<file path="config.mk">
export PLATFORM = sky130hd
export DESIGN_NAME = eight_bit_gpio_port
export DESIGN_NICKNAME = d
export VERILOG_FILES = /design/src/logic/egp_pkg.sv /design/src/logic/eight_bit_gpio_port.sv /design/src/logic/egp_pin_sync.sv /design/src/logic/egp_pad_ctrl.sv
export SDC_FILE = /design/constraint.sdc
export NUM_CORES = 1
export LEC_CHECK = 0
export BUFFER_PORTS_ARGS = -buffer_cell sky130_fd_sc_hd__buf_4
export CAP_MARGIN = 20
export CORE_ASPECT_RATIO = 0.8
export CORE_MARGIN = 2
export CORE_UTILIZATION = 50
export CTS_BUF_LIST = sky130_fd_sc_hd__clkbuf_4 sky130_fd_sc_hd__clkbuf_8
export DETAILED_ROUTE_END_ITERATION = 7
export PLACE_DENSITY = 0.8
export SLEW_MARGIN = 20
export SYNTH_ARGS = -nofsm -noshare
export SYNTH_HDL_FRONTEND = slang
export SYNTH_SLANG_ARGS = --single-unit
</file>
<file path="constraint.sdc">
create_clock -name clk -period 3.33 [get_ports clk]
set_input_delay 0.1665 -clock clk [delete_from_list [all_inputs] [get_ports clk]]
set_output_delay 0.1665 -clock clk [all_outputs]
set_load 0.02 [all_outputs]
</file>
<file path="src/logic/egp_pkg.sv">
// Purpose: Shared constants for the eight-pin general-purpose port.
// Assumes: A 32-bit AXI4-Lite register bus with byte addresses.
// Notes:   Offsets, reset values and bus answers live here only.
`default_nettype none

package egp_pkg;

    // ****************************************************************
    // Widths.
    // ****************************************************************
    localparam int unsigned ADDR_W = 5;   // Byte address bits decoded.
    localparam int unsigned DATA_W = 32;  // Bus data width.
    localparam int unsigned PINS   = 8;   // Pins in the port.

    // ****************************************************************
    // Register offsets (byte addresses).
    // ****************************************************************
    localparam logic [ADDR_W-1:0] OFF_DATA  = 5'h00;  // Pin or latch view.
    localparam logic [ADDR_W-1:0] OFF_DIR   = 5'h04;  // Direction bits.
    localparam logic [ADDR_W-1:0] OFF_PULL  = 5'h08;  // Pull-up enables.
    localparam logic [ADDR_W-1:0] OFF_STBY  = 5'h0c;  // Standby pin state select.
    localparam logic [ADDR_W-1:0] OFF_LATCH = 5'h10;  // Read-modify-write view.

    // ****************************************************************
    // Field positions.
    // ****************************************************************
    localparam int unsigned STBY_SEL_BIT = 0;  // Standby pin state select bit.

    // ****************************************************************
    // Values after reset.
    // ****************************************************************
    localparam logic [7:0] DATA_RST = 8'h00;  // Output latch.
    localparam logic [7:0] DIR_RST  = 8'h00;  // All pins inputs.
    localparam logic [7:0] PULL_RST = 8'h00;  // Pull-ups off.
    localparam logic       STBY_RST = 1'b0;   // Pins hold in standby.

    // ****************************************************************
    // Bus answers.
    // ****************************************************************
    localparam logic [1:0] RESP_OKAY   = 2'h0;  // Access done.
    localparam logic [1:0] RESP_SLVERR = 2'h2;  // Unmapped address.

endpackage : egp_pkg

`default_nettype wire

</file>
<file path="src/logic/eight_bit_gpio_port.sv">
// Purpose: Eight-pin general-purpose port with AXI4-Lite registers.
// Assumes: One clock; pins arrive asynchronously; lowPowerMode is synchronous.
// Notes:   Pad controls and peripheral inputs are registered outputs.
//
// Overview of operation
// - Direction one makes the pin an output.
// - Direction zero leaves the pin undriven input.
// - Data write updates latch and output pins.
// - Data write still updates latch on inputs.
// - Output pin reads return the latch.
// - Input reads pin; read-modify-write reads latch.
// - Peripheral drives claimed pin; reads see pin.
// - Peripheral input pin reads return pin level.
// - Reset clears all direction bits to zero.
// - Select one in standby: high-Z, inputs low.
// - Select zero in standby: pins unchanged.
// - Pull-up enabled unless pin driven low.
// - Open-drain high output becomes high impedance.
// - Debug pin pull-up bit stored, no effect.
// - Register bit n maps to pin n.
`default_nettype none

module eight_bit_gpio_port #(
    parameter logic [7:0] OPEN_DRAIN_MASK = 8'h00,  // Open-drain pins.
    parameter logic [7:0] NO_PULLUP_MASK  = 8'h04   // Debug input pin has no pull-up.
) (
    // Clock and reset.
    input  wire logic                       clk,
    input  wire logic                       srst,

    // AXI4-Lite write address.
    input  wire logic                       s_axi_awvalid,
    output var  logic                       s_axi_awready,
    input  wire logic [egp_pkg::ADDR_W-1:0] s_axi_awaddr,
    input  wire logic [2:0]                 s_axi_awprot,

    // AXI4-Lite write data.
    input  wire logic                       s_axi_wvalid,
    output var  logic                       s_axi_wready,
    input  wire logic [31:0]                s_axi_wdata,
    input  wire logic [3:0]                 s_axi_wstrb,

    // AXI4-Lite write response.
    output var  logic                       s_axi_bvalid,
    input  wire logic                       s_axi_bready,
    output var  logic [1:0]                 s_axi_bresp,

    // AXI4-Lite read address.
    input  wire logic                       s_axi_arvalid,
    output var  logic                       s_axi_arready,
    input  wire logic [egp_pkg::ADDR_W-1:0] s_axi_araddr,
    input  wire logic [2:0]                 s_axi_arprot,

    // AXI4-Lite read data.
    output var  logic                       s_axi_rvalid,
    input  wire logic                       s_axi_rready,
    output var  logic [31:0]                s_axi_rdata,
    output var  logic [1:0]                 s_axi_rresp,

    // Power mode from the system controller.
    input  wire logic                       lowPowerMode,

    // Shared peripheral functions.
    input  wire logic [7:0]                 periphOe,
    input  wire logic [7:0]                 periphOut,
    output var  logic [7:0]                 periphIn,

    // Pads.
    input  wire logic [7:0]                 padIn,
    output var  logic [7:0]                 padOut,
    output var  logic [7:0]                 padOe,
    output var  logic [7:0]                 pullupOn
);

    // ****************************************************************
    // State.
    // ****************************************************************
    typedef struct packed {
        // Bus slave.
        logic                       awReady;   // Write address may be taken.
        logic                       awHave;    // Write address held.
        logic [egp_pkg::ADDR_W-1:0] awAddr;    // Held write address.
        logic                       wReady;    // Write data may be taken.
        logic                       wHave;     // Write data held.
        logic [7:0]                 wByte;     // Held low data byte.
        logic                       wLane;     // Low byte lane strobe.
        logic                       bValid;    // Write response pending.
        logic [1:0]                 bResp;     // Write response code.

        logic                       arReady;   // Read address may be taken.
        logic                       rValid;    // Read data pending.
        logic [31:0]                rData;     // Read data.
        logic [1:0]                 rResp;     // Read response code.

        // Port registers.
        logic [7:0]                 latch;     // Output data latch.
        logic [7:0]                 dir;       // Direction, one is output.
        logic [7:0]                 pull;      // Pull-up enables.
        logic                       stbySel;   // Standby pin state select.

        // Registered pad and peripheral outputs.
        logic [7:0]                 padOut;    // Pad output level.
        logic [7:0]                 padOe;     // Pad output enable.
        logic [7:0]                 pullOn;    // Pull-up connection.
        logic [7:0]                 periphIn;  // Level seen by peripherals.
    } egp_state_t;

    egp_state_t st_reg;   // Current state.
    egp_state_t st_next;  // Next state.

    // ****************************************************************
    // Helper functions.
    // ****************************************************************

    // True when the address names a register of the port.
    function automatic logic egpMapped(input logic [egp_pkg::ADDR_W-1:0] a);
        egpMapped = (a == egp_pkg::OFF_DATA) || (a == egp_pkg::OFF_DIR) ||
                    (a == egp_pkg::OFF_PULL) || (a == egp_pkg::OFF_STBY) ||
                    (a == egp_pkg::OFF_LATCH);
    endfunction : egpMapped

    // Widens an eight-bit field to a bus word with zero upper bits.
    function automatic logic [31:0] egpWord(input logic [7:0] v);
        egpWord = {24'h000000, v};
    endfunction : egpWord

    // ****************************************************************
    // Pin input path.
    // ****************************************************************
    logic [7:0] pinLevel;    // Synchronised pin levels.
    logic       standbyHiz;  // Pins released and inputs blocked.
    logic [7:0] inputView;   // Pin level after standby blocking.
    logic [7:0] dataView;    // Ordinary data register read value.

    egp_pin_sync #(
        .WIDTH (8)
    ) u_sync (
        .clk    (clk),
        .srst   (srst),
        .rawIn  (padIn),
        .level  (pinLevel)
    );

    // Work out standby blocking and the ordinary read view of each pin.
    always_comb begin
        standbyHiz = st_reg.stbySel & lowPowerMode;

        inputView  = standbyHiz ? 8'h00 : pinLevel;

        dataView   = (st_reg.dir & ~periphOe & st_reg.latch) | (~(st_reg.dir & ~periphOe) & inputView);
    end

    // ****************************************************************
    // Pad control.
    // ****************************************************************
    logic [7:0] padOutNext;  // Pad level for next cycle.
    logic [7:0] padOeNext;   // Pad enable for next cycle.
    logic [7:0] pullOnNext;  // Pull-up for next cycle.

    egp_pad_ctrl #(
        .OPEN_DRAIN_MASK (OPEN_DRAIN_MASK),
        .NO_PULLUP_MASK  (NO_PULLUP_MASK)
    ) u_pad (
        .standbyHiz (standbyHiz),
        .dirBits    (st_reg.dir),
        .latchBits  (st_reg.latch),
        .pullEn     (st_reg.pull),
        .periphOe   (periphOe),
        .periphOut  (periphOut),
        .padOut     (padOutNext),
        .padOe      (padOeNext),
        .pullOn     (pullOnNext)
    );

    // ****************************************************************
    // Next state.
    // ****************************************************************

    // Bus handshakes, register writes, read answers and pad outputs.
    always_comb begin
        logic doWrite;  // Both halves of a write are held.
        logic doRead;   // A read address is taken.

        doWrite = 1'b0;
        doRead  = 1'b0;
        st_next = st_reg;

        // Take the write address and data independently.
        if (s_axi_awvalid && st_reg.awReady) begin
            st_next.awHave = 1'b1;
            st_next.awAddr = s_axi_awaddr;
        end

        if (s_axi_wvalid && st_reg.wReady) begin
            st_next.wHave = 1'b1;
            st_next.wByte = s_axi_wdata[7:0];
            st_next.wLane = s_axi_wstrb[0];
        end

        // Retire an answered write response.
        if (st_reg.bValid && s_axi_bready) begin
            st_next.bValid = 1'b0;
        end

        // Perform a write once both halves are held and no answer waits.
        doWrite = st_reg.awHave && st_reg.wHave && !st_reg.bValid;
        if (doWrite) begin
            st_next.awHave = 1'b0;
            st_next.wHave  = 1'b0;
            st_next.bValid = 1'b1;
            st_next.bResp  = egpMapped(st_reg.awAddr) ? egp_pkg::RESP_OKAY : egp_pkg::RESP_SLVERR;
            if (st_reg.wLane) begin
                case (st_reg.awAddr)
                    egp_pkg::OFF_DATA: begin
                        st_next.latch = st_reg.wByte;
                    end

                    egp_pkg::OFF_DIR: begin
                        st_next.dir = st_reg.wByte;
                    end

                    egp_pkg::OFF_PULL: begin
                        st_next.pull = st_reg.wByte;
                    end

                    egp_pkg::OFF_STBY: begin
                        st_next.stbySel = st_reg.wByte[egp_pkg::STBY_SEL_BIT];
                    end

                    default: begin
                        // Latch view and unmapped words take no write.
                        st_next.latch = st_reg.latch;
                    end
                endcase
            end
        end

        // Accept a new write half only while that half is not held and no answer is pending.
        st_next.awReady = !st_next.awHave && !st_next.bValid;
        st_next.wReady  = !st_next.wHave && !st_next.bValid;

        // Retire an answered read.
        if (st_reg.rValid && s_axi_rready) begin
            st_next.rValid = 1'b0;
        end

        // Take a read address and build the answer.
        doRead = s_axi_arvalid && st_reg.arReady;
        if (doRead) begin
            st_next.rValid = 1'b1;
            st_next.rResp  = egpMapped(s_axi_araddr) ? egp_pkg::RESP_OKAY : egp_pkg::RESP_SLVERR;
            case (s_axi_araddr)
                egp_pkg::OFF_DATA: begin
                    st_next.rData = egpWord(dataView);
                end

                egp_pkg::OFF_LATCH: begin
                    st_next.rData = egpWord(st_reg.latch);
                end

                egp_pkg::OFF_DIR: begin
                    st_next.rData = egpWord(st_reg.dir);
                end

                egp_pkg::OFF_PULL: begin
                    st_next.rData = egpWord(st_reg.pull);
                end

                egp_pkg::OFF_STBY: begin
                    st_next.rData = egpWord({7'h00, st_reg.stbySel});
                end

                default: begin
                    // Unmapped words read as zero.
                    st_next.rData = 32'h00000000;
                end
            endcase
        end

        st_next.arReady = !st_next.rValid;

        // Register the pad and peripheral views.
        st_next.padOut   = padOutNext;
        st_next.padOe    = padOeNext;
        st_next.pullOn   = pullOnNext;
        st_next.periphIn = inputView;
    end

    // ****************************************************************
    // State register.
    // ****************************************************************

    // Register the state; reset releases every pad and clears directions.
    always_ff @(posedge clk) begin
        if (srst) begin
            st_reg         <= '0;

            st_reg.latch   <= egp_pkg::DATA_RST;
            st_reg.dir     <= egp_pkg::DIR_RST;
            st_reg.pull    <= egp_pkg::PULL_RST;
            st_reg.stbySel <= egp_pkg::STBY_RST;
        end else begin
            st_reg <= st_next;
        end
    end

    // ****************************************************************
    // Outputs, all straight from the state register.
    // ****************************************************************
    assign s_axi_awready = st_reg.awReady;
    assign s_axi_wready  = st_reg.wReady;
    assign s_axi_bvalid  = st_reg.bValid;
    assign s_axi_bresp   = st_reg.bResp;
    assign s_axi_arready = st_reg.arReady;
    assign s_axi_rvalid  = st_reg.rValid;
    assign s_axi_rdata   = st_reg.rData;
    assign s_axi_rresp   = st_reg.rResp;

    assign padOut        = st_reg.padOut;
    assign padOe         = st_reg.padOe;
    assign pullupOn      = st_reg.pullOn;
    assign periphIn      = st_reg.periphIn;

endmodule : eight_bit_gpio_port

`default_nettype wire

</file>
<file path="src/logic/egp_pin_sync.sv">
// Purpose: Brings the asynchronous pin levels into the clock domain.
// Assumes: Pins may change at any time relative to clk.
// Notes:   A change counts once the second and third stages agree.
`default_nettype none

module egp_pin_sync #(
    parameter int unsigned WIDTH = 8  // Number of pins.
) (
    // Clock and reset.
    input  wire logic             clk,
    input  wire logic             srst,
    // Raw and filtered levels.
    input  wire logic [WIDTH-1:0] rawIn,
    output var  logic [WIDTH-1:0] level
);

    // ****************************************************************
    // State.
    // ****************************************************************
    typedef struct packed {
        logic [WIDTH-1:0] s1;   // First stage, read by s2 only.
        logic [WIDTH-1:0] s2;   // Second stage.
        logic [WIDTH-1:0] s3;   // Third stage.
        logic [WIDTH-1:0] lvl;  // Accepted level.
    } egp_sync_t;

    egp_sync_t st_reg;   // Current state.
    egp_sync_t st_next;  // Next state.

    // Shift the stages; accept a level once stages two and three agree.
    always_comb begin
        st_next     = st_reg;
        st_next.s1  = rawIn;
        st_next.s2  = st_reg.s1;
        st_next.s3  = st_reg.s2;
        st_next.lvl = (st_reg.s2 & st_reg.s3) | (st_reg.lvl & (st_reg.s2 | st_reg.s3));
    end

    // Register the state; reset clears every stage.
    always_ff @(posedge clk) begin
        if (srst) begin
            st_reg <= '0;
        end else begin
            st_reg <= st_next;
        end
    end

    assign level = st_reg.lvl;

endmodule : egp_pin_sync

`default_nettype wire

</file>
<file path="src/logic/egp_pad_ctrl.sv">
// Purpose: Works out drive, enable and pull-up for each pad.
// Assumes: Inputs are registered state of the same clock.
// Notes:   Pure logic; the caller registers the results.
`default_nettype none

module egp_pad_ctrl #(
    parameter logic [7:0] OPEN_DRAIN_MASK = 8'h00,  // Pins with N-channel open drain.
    parameter logic [7:0] NO_PULLUP_MASK  = 8'h04   // Pins without a pull-up.
) (
    // Configuration.
    input  wire logic       standbyHiz,
    input  wire logic [7:0] dirBits,
    input  wire logic [7:0] latchBits,
    input  wire logic [7:0] pullEn,
    // Peripheral outputs.
    input  wire logic [7:0] periphOe,
    input  wire logic [7:0] periphOut,
    // Pad controls.
    output var  logic [7:0] padOut,
    output var  logic [7:0] padOe,
    output var  logic [7:0] pullOn
);

    // Choose the source for each pad and apply open-drain and pull-up rules.
    always_comb begin
        logic [7:0] src;  // Level the pad would drive.
        logic [7:0] act;  // Pad is driven by port or peripheral.
        src = '0;
        act = '0;
        src = (periphOe & periphOut) | (~periphOe & latchBits);
        act = periphOe | dirBits;
        if (standbyHiz) begin
            act = '0;
        end
        padOe  = act & ~(OPEN_DRAIN_MASK & src);
        padOut = src & ~OPEN_DRAIN_MASK;
        pullOn = pullEn & ~NO_PULLUP_MASK & ~(padOe & ~padOut);
    end

endmodule : egp_pad_ctrl

`default_nettype wire

</file>
==> flow_summary_export.csv, run 1 <==
group,metric,value,unit
critical_path,setup.worst_path.end,"st_reg[51]",
grt,antenna_found_initial,0,
run,cap_violations,0,
timing,whs,0.0312,ns
floorplan,io_pins,157,
routing,viasPerCell,5.03,
timing,final.period_utilization,51.9,%
final_layout,largest_register_ffs,41,
power,pwr-share-comb,9.3,%
power,p_total,2.86,mW
grt,use_met2,33.2,%
critical_path,r2r_slack,1.60,ns
routing,drt-total-wl,10700,um
timing,worst_pin_slew,1.16,ns
critical_path,cp.required,3.59,ns
clocking,cts.sinks,119,
final_layout,fin_util,63.0,%
critical_path,timing.rr.end,"st_reg[51]",
placed_design,place_area,5370,um2
synthesis,syn_area_per_cell,9.48,um2
grt,grt_pass1_wl,16500,um
placed_design,dp_slack,1.45,ns
critical_path,end_kind,"flip-flop",
timing,setup_viol,0,
critical_path,r2r_cells,4,
timing,rsz0062_at_grt,"no",
grt,grt_pass1_vias,3516,
final_layout,fillers,781,
floorplan,start_util,51.4,%
clocking,htreeDepth,4,
outcome,status,"complete, no violations",
critical_path,critPathLaunch,"s_axi_bvalid",
final_layout,stdcell_area,6080,um2
power,clkPwrFrac,38.8,%
critical_path,worst-path-buf-inv,0,
timing,skew,0.00859,ns
timing,slew_viol_final,0,
floorplan,fp.coreArea,9650,um2
synthesis,synthesis.area,4960,um2
final_layout,syn_to_final_growth,22.6,%
synthesis,ys_ff_latch,119,
placed_design,dpl.hpwl,7170,um
placed_design,dp.cells,695,
timing,maxSlewHeadroom,22.2,%
final_layout,final_cell_mix,"dfxtp_1 (119), buf_4 (99), nor2_1 (41)",
final_layout,drive_gt1_share,22.0,%
critical_path,crit_chain,"and3b_1 > nand4_2 > mux2i_1 > nor2_1",
routing,drtAntennaViolNets,0,
placed_design,gp_congestion,0.843,
power,p_seq_share,51.9,%
critical_path,cp_slowest_cell,"and3b_1",
clocking,cts_tree,"done",
floorplan,row_count,32,
critical_path,startpoint_type,"flip-flop",
routing,drc,0,
routing,wl_per_cell,14.0,um
power,p_switching,0.727,mW
power,swShare,25.5,%
timing,setup_slack,1.60,ns
critical_path,crit_fanout,9,
clocking,cts_buffer_depth,2,
critical_path,rr_startpoint,"s_axi_bvalid",
clocking,insertion_delay,0.42,ns
routing,drt_first_pass_iters,4,
floorplan,die_w,115,um
timing,hold_viol_final,0,
synthesis,ys_types,38,
power,peakVddDrop,0.241,mV
critical_path,cp_data_arrival_time,1.99,ns
floorplan,fp.dieH,93.1,um
grt,grtUsageTotal,20.1,%
routing,via_count,3842,
critical_path,critPathMaxStageDelay,0.45,ns
final_layout,final_common_cell,"dfxtp_1",
power,p_int,2.13,mW
critical_path,cp.depth,4,
grt,grt_busiest_layer,"met2",
grt,grtUsageMet3,5.57,%
synthesis,yosys_warnings,0,
timing,fin_crit,1.73,ns
final_layout,final_cells,764,
floorplan,dieArea,10700,um2
clocking,root_buffer,"clkbuf_8",
grt,grt_overflow,0,
critical_path,crit_family,"simple AND/OR/NAND/NOR gates",
timing,tns,0,ns
hold_path,worstHoldPathType,"in -> reg",
grt,grt_max_degree,104,
synthesis,ys_seq_area_share,48.0,%
routing,drt-initial-drc-count,268,
grt,grt_use_met1,24.8,%
power,leakage,2.67,nW
clocking,clkTransAtPathRegs,0.07,ns
placed_design,portBuffers,96,
timing,fmax,579,MHz
clocking,cts_made_buffers,17,
final_layout,final_nets,699,
power,pwr_density_cell,470,nW/um2
critical_path,path_class,"reg -> reg",
clocking,cts_setup_buffers,0,
final_layout,num_antenna_cells,0,
synthesis,synthCells,523,
## tightest hold or removal path, cell delays in order
cell     delay (ns)
buf_4          0.11
nand3_1        0.07
a21oi_1        0.06
## logic make-up (layout without fill, tap and decap cells)
kind of cell	after synthesis	count (layout)	synth area share, %
multiplexers	30	30	6.06
buffers and inverters	89	168	12.2
AO/OA/AOI/OAI	95	95	12.3
AND/OR/NAND/NOR	189	189	21.4
other	1	27	0.0756
flip-flops	119	119	48.0
## how the worst min path moves through the flow
stage / start / endpoint / slack [ns] / cells past startpoint
6_report: s_axi_awaddr[3] / st_reg[110] / 0.03 / 3
5_1_grt: s_axi_awaddr[3] / st_reg[110] / 0.01 / 3
4_1_cts: s_axi_awaddr[3] / st_reg[110] / 0.002 / 3
3_5_place_dp: padIn[5] / u_sync.st_next[21] / 0.38 / 2
3_3_place_gp: padIn[5] / u_sync.st_next[21] / 0.38 / 2
2_1_floorplan: periphOe[0] / padOe[0] / 0.28 / 1
## layout make-up
type	count	area, um2	area share [%]
well taps	136	170	2.80
multi-input cells	341	2070	34.1
clock inverters	12	80.1	1.32
flip-flops and latches	119	2380	39.2
clock buffers	20	263	4.32
repair buffers	136	1110	18.3
## layer usage
metal	vias to the layer above	wire length (um)
met5	-	0
met4	0	213
met3	20	839
met2	140	5060
met1	1790	4590
li1	1892	-
## repair_timing
action / CTS / global route
hold endpoints to repair: 37 / 0
resized for setup: 0 / 0
hold buffers: 37 / 0
## power groups by stage
| stage | Sequential, mW | Clock (mW) | Combinational (mW) |
|---|---|---|---|
| 3_3_place_gp | 1.51 | 0 | 0.225 |
| 4_1_cts | 1.48 | 1.13 | 0.265 |
| 2_1_floorplan | 1.51 | 0 | 0.168 |
| 5_1_grt | 1.49 | 1.20 | 0.286 |
| 3_5_place_dp | 1.51 | 0 | 0.229 |
| 6_report | 1.48 | 1.11 | 0.266 |
## cell usage after synthesis, drive strengths merged
| cell | instances | area share (%) |
|---|---|---|
| nor4 | 2 | 0.25 |
| a221oi | 7 | 1.2 |
| a211oi | 8 | 1.2 |
| dfxtp | 119 | 48 |
| a21oi | 38 | 3.8 |
| and2 | 10 | 1.3 |
| nor2b | 39 | 4.9 |
| mux2i | 30 | 6.1 |
| a311oi | 3 | 0.53 |
| o21a | 9 | 1.4 |
| a21o | 4 | 0.61 |
| nand2 | 40 | 3.0 |
| and3b | 9 | 1.6 |
| conb | 1 | 0.076 |
| clkbuf | 16 | 1.2 |
| buf | 73 | 11 |
| and3 | 1 | 0.13 |
| o21ai | 17 | 1.7 |
| a22oi | 1 | 0.25 |
| nand3b | 9 | 1.4 |
| nand4 | 4 | 0.88 |
| or2 | 1 | 0.13 |
| nor3b | 8 | 1.2 |
| nand2b | 9 | 1.1 |
| nor4b | 2 | 0.66 |
| nand3 | 9 | 0.91 |
| nor3 | 5 | 0.83 |
| a32oi | 4 | 0.71 |
| nor2 | 41 | 3.1 |
| o211a | 4 | 0.81 |
Note: power is estimated with default switching activity, not from simulation.
==> run 2, diff against run 1 <==
Settings changed: CORE_UTILIZATION 50 to 48.
Clock period 3.33 ns to 1.45 ns, I/O delays scaled along.
==> run 2 against run 1 <==
Sequential cell count unchanged. Wire length increased by 7.2%. Die area increased by 4.0%. Core utilization increased by 0.64 points. First-iteration DRC count decreased by 7.1%. Clock skew increased by 0.0039 ns. Worst hold slack got worse by 0.017 ns. Clock power increased to 3.0 times the previous value. Critical path type unchanged. Largest cell class unchanged.
==> flow_summary_export.csv, run 2 (synthesis results as in run 1) <==
group,metric,value,unit
routing,viasPerCell,4.91,
run,cap_violations,0,
clocking,cts_setup_buffers,0,
hold_path,worstHoldPathType,"in -> reg",
final_layout,largest_register_ffs,41,
floorplan,io_pins,157,
grt,grt_pass1_wl,18300,um
final_layout,fin_util,63.6,%
floorplan,row_count,33,
final_layout,final_nets,729,
final_layout,drive_gt1_share,23.9,%
floorplan,fp.coreArea,10200,um2
clocking,root_buffer,"clkbuf_8",
power,pwr_density_cell,1140,nW/um2
routing,drt-initial-drc-count,249,
power,peakVddDrop,0.683,mV
timing,hold_viol_final,0,
timing,rsz0062_at_grt,"no",
clocking,cts.sinks,119,
routing,via_count,3918,
timing,setup_viol,0,
floorplan,start_util,48.8,%
routing,wl_per_cell,14.4,um
routing,drtAntennaViolNets,0,
outcome,status,"complete, no violations",
critical_path,crit_fanout,8,
routing,drt_first_pass_iters,5,
final_layout,fillers,804,
critical_path,end_kind,"flip-flop",
critical_path,r2r_slack,0.07,ns
critical_path,cp_data_arrival_time,1.71,ns
timing,fin_crit,1.38,ns
timing,final.period_utilization,95.0,%
grt,grtUsageTotal,20.8,%
floorplan,die_w,118,um
routing,drt-total-wl,11500,um
final_layout,syn_to_final_growth,30.4,%
clocking,cts_buffer_depth,2,
routing,drc,0,
final_layout,final_common_cell,"dfxtp_1",
critical_path,path_class,"reg -> reg",
critical_path,startpoint_type,"flip-flop",
timing,skew,0.0125,ns
clocking,cts_made_buffers,17,
floorplan,dieArea,11200,um2
grt,grt_max_degree,52,
timing,fmax,726,MHz
placed_design,portBuffers,96,
final_layout,final_cell_mix,"dfxtp_1 (119), buf_4 (115), dlygate4sd3_1 (50)",
timing,slew_viol_final,0,
final_layout,num_antenna_cells,0,
critical_path,cp.required,1.79,ns
clocking,htreeDepth,4,
grt,antenna_found_initial,0,
grt,grt_overflow,0,
timing,tns,0,ns
placed_design,dpl.hpwl,7730,um
clocking,cts_tree,"done",
power,leakage,2.86,nW
clocking,insertion_delay,0.41,ns
power,p_total,7.37,mW
timing,whs,0.0143,ns
grt,grt_pass1_vias,3761,
placed_design,gp_congestion,0.839,
clocking,clkTransAtPathRegs,0.08,ns
floorplan,fp.dieH,94.9,um
## run 2: worst paths after layout
kind | from | endpoint | cells past startpoint
max | s_axi_awready | st_reg[111] | 3
min | s_axi_awvalid | st_reg[112] | 3
max reg2reg | s_axi_awready | st_reg[111] | 3
min reg2reg | u_sync.st_next[21] | u_sync.st_next[13] | 1
## run 2: area by class of cell
cell class                 instances  area, um2  share of cell area [%]
clock buffer                      19        255                    3.95
clock inverter                    13        193                    2.98
multi-input combinational        341       2080                    32.1
sequential                       119       2380                    36.8
tap                              140        175                    2.71
timing repair buffer             166       1380                    21.4
## run 2: worst max-delay path, stage by stage, from the launching register on
cell	delay (ns)
dfxtp_1	0.46
nand3_1	0.12
dlygate4sd3_1	0.58
a21oi_1	0.14
## run 2: metal layers
metal | routed length (um) | share of wire, % | GRT usage [%] | vias up
met5 | 0 | 0 | 0 | -
met4 | 94 | 0.82 | 6.02 | 0
met3 | 756 | 6.6 | 6.34 | 10
met2 | 5600 | 49 | 35.4 | 131
met1 | 5030 | 44 | 25.7 | 1829
li1 | - | - | - | 1948
## run 2: repair_timing
| action | in CTS | in global routing |
|---|---|---|
| hold buffers | 50 | 0 |
| gates resized for setup | 0 | 2 |
| hold endpoints to repair | 51 | 0 |
| endpoints found under the setup margin | 0 | 7 |
## run 2: metrics by stage
| stage | area, um2 | instances | setup slack [ns] |
|---|---|---|---|
| after floorplan | 5060 | 549 | 0.0486 |
| after global placement | 5510 | 716 | 0.0944 |
| after detailed placement | 5510 | 716 | 0.0651 |
| after CTS | 6460 | 798 | 0.0762 |
| after global routing | 6460 | 798 | 0.00495 |
| final | 6460 | 798 | 0.0728 |
## run 2: report_power, final
| part | switching, mW | internal, mW | leakage, nW | total, mW |
|---|---|---|---|---|
| sequential | 0.0502 | 3.35 | 0.969 | 3.40 |
| combinational | 0.343 | 0.322 | 1.67 | 0.665 |
| clock | 1.34 | 1.96 | 0.221 | 3.30 |
| total | 1.73 | 5.64 | 2.86 | 7.37 |
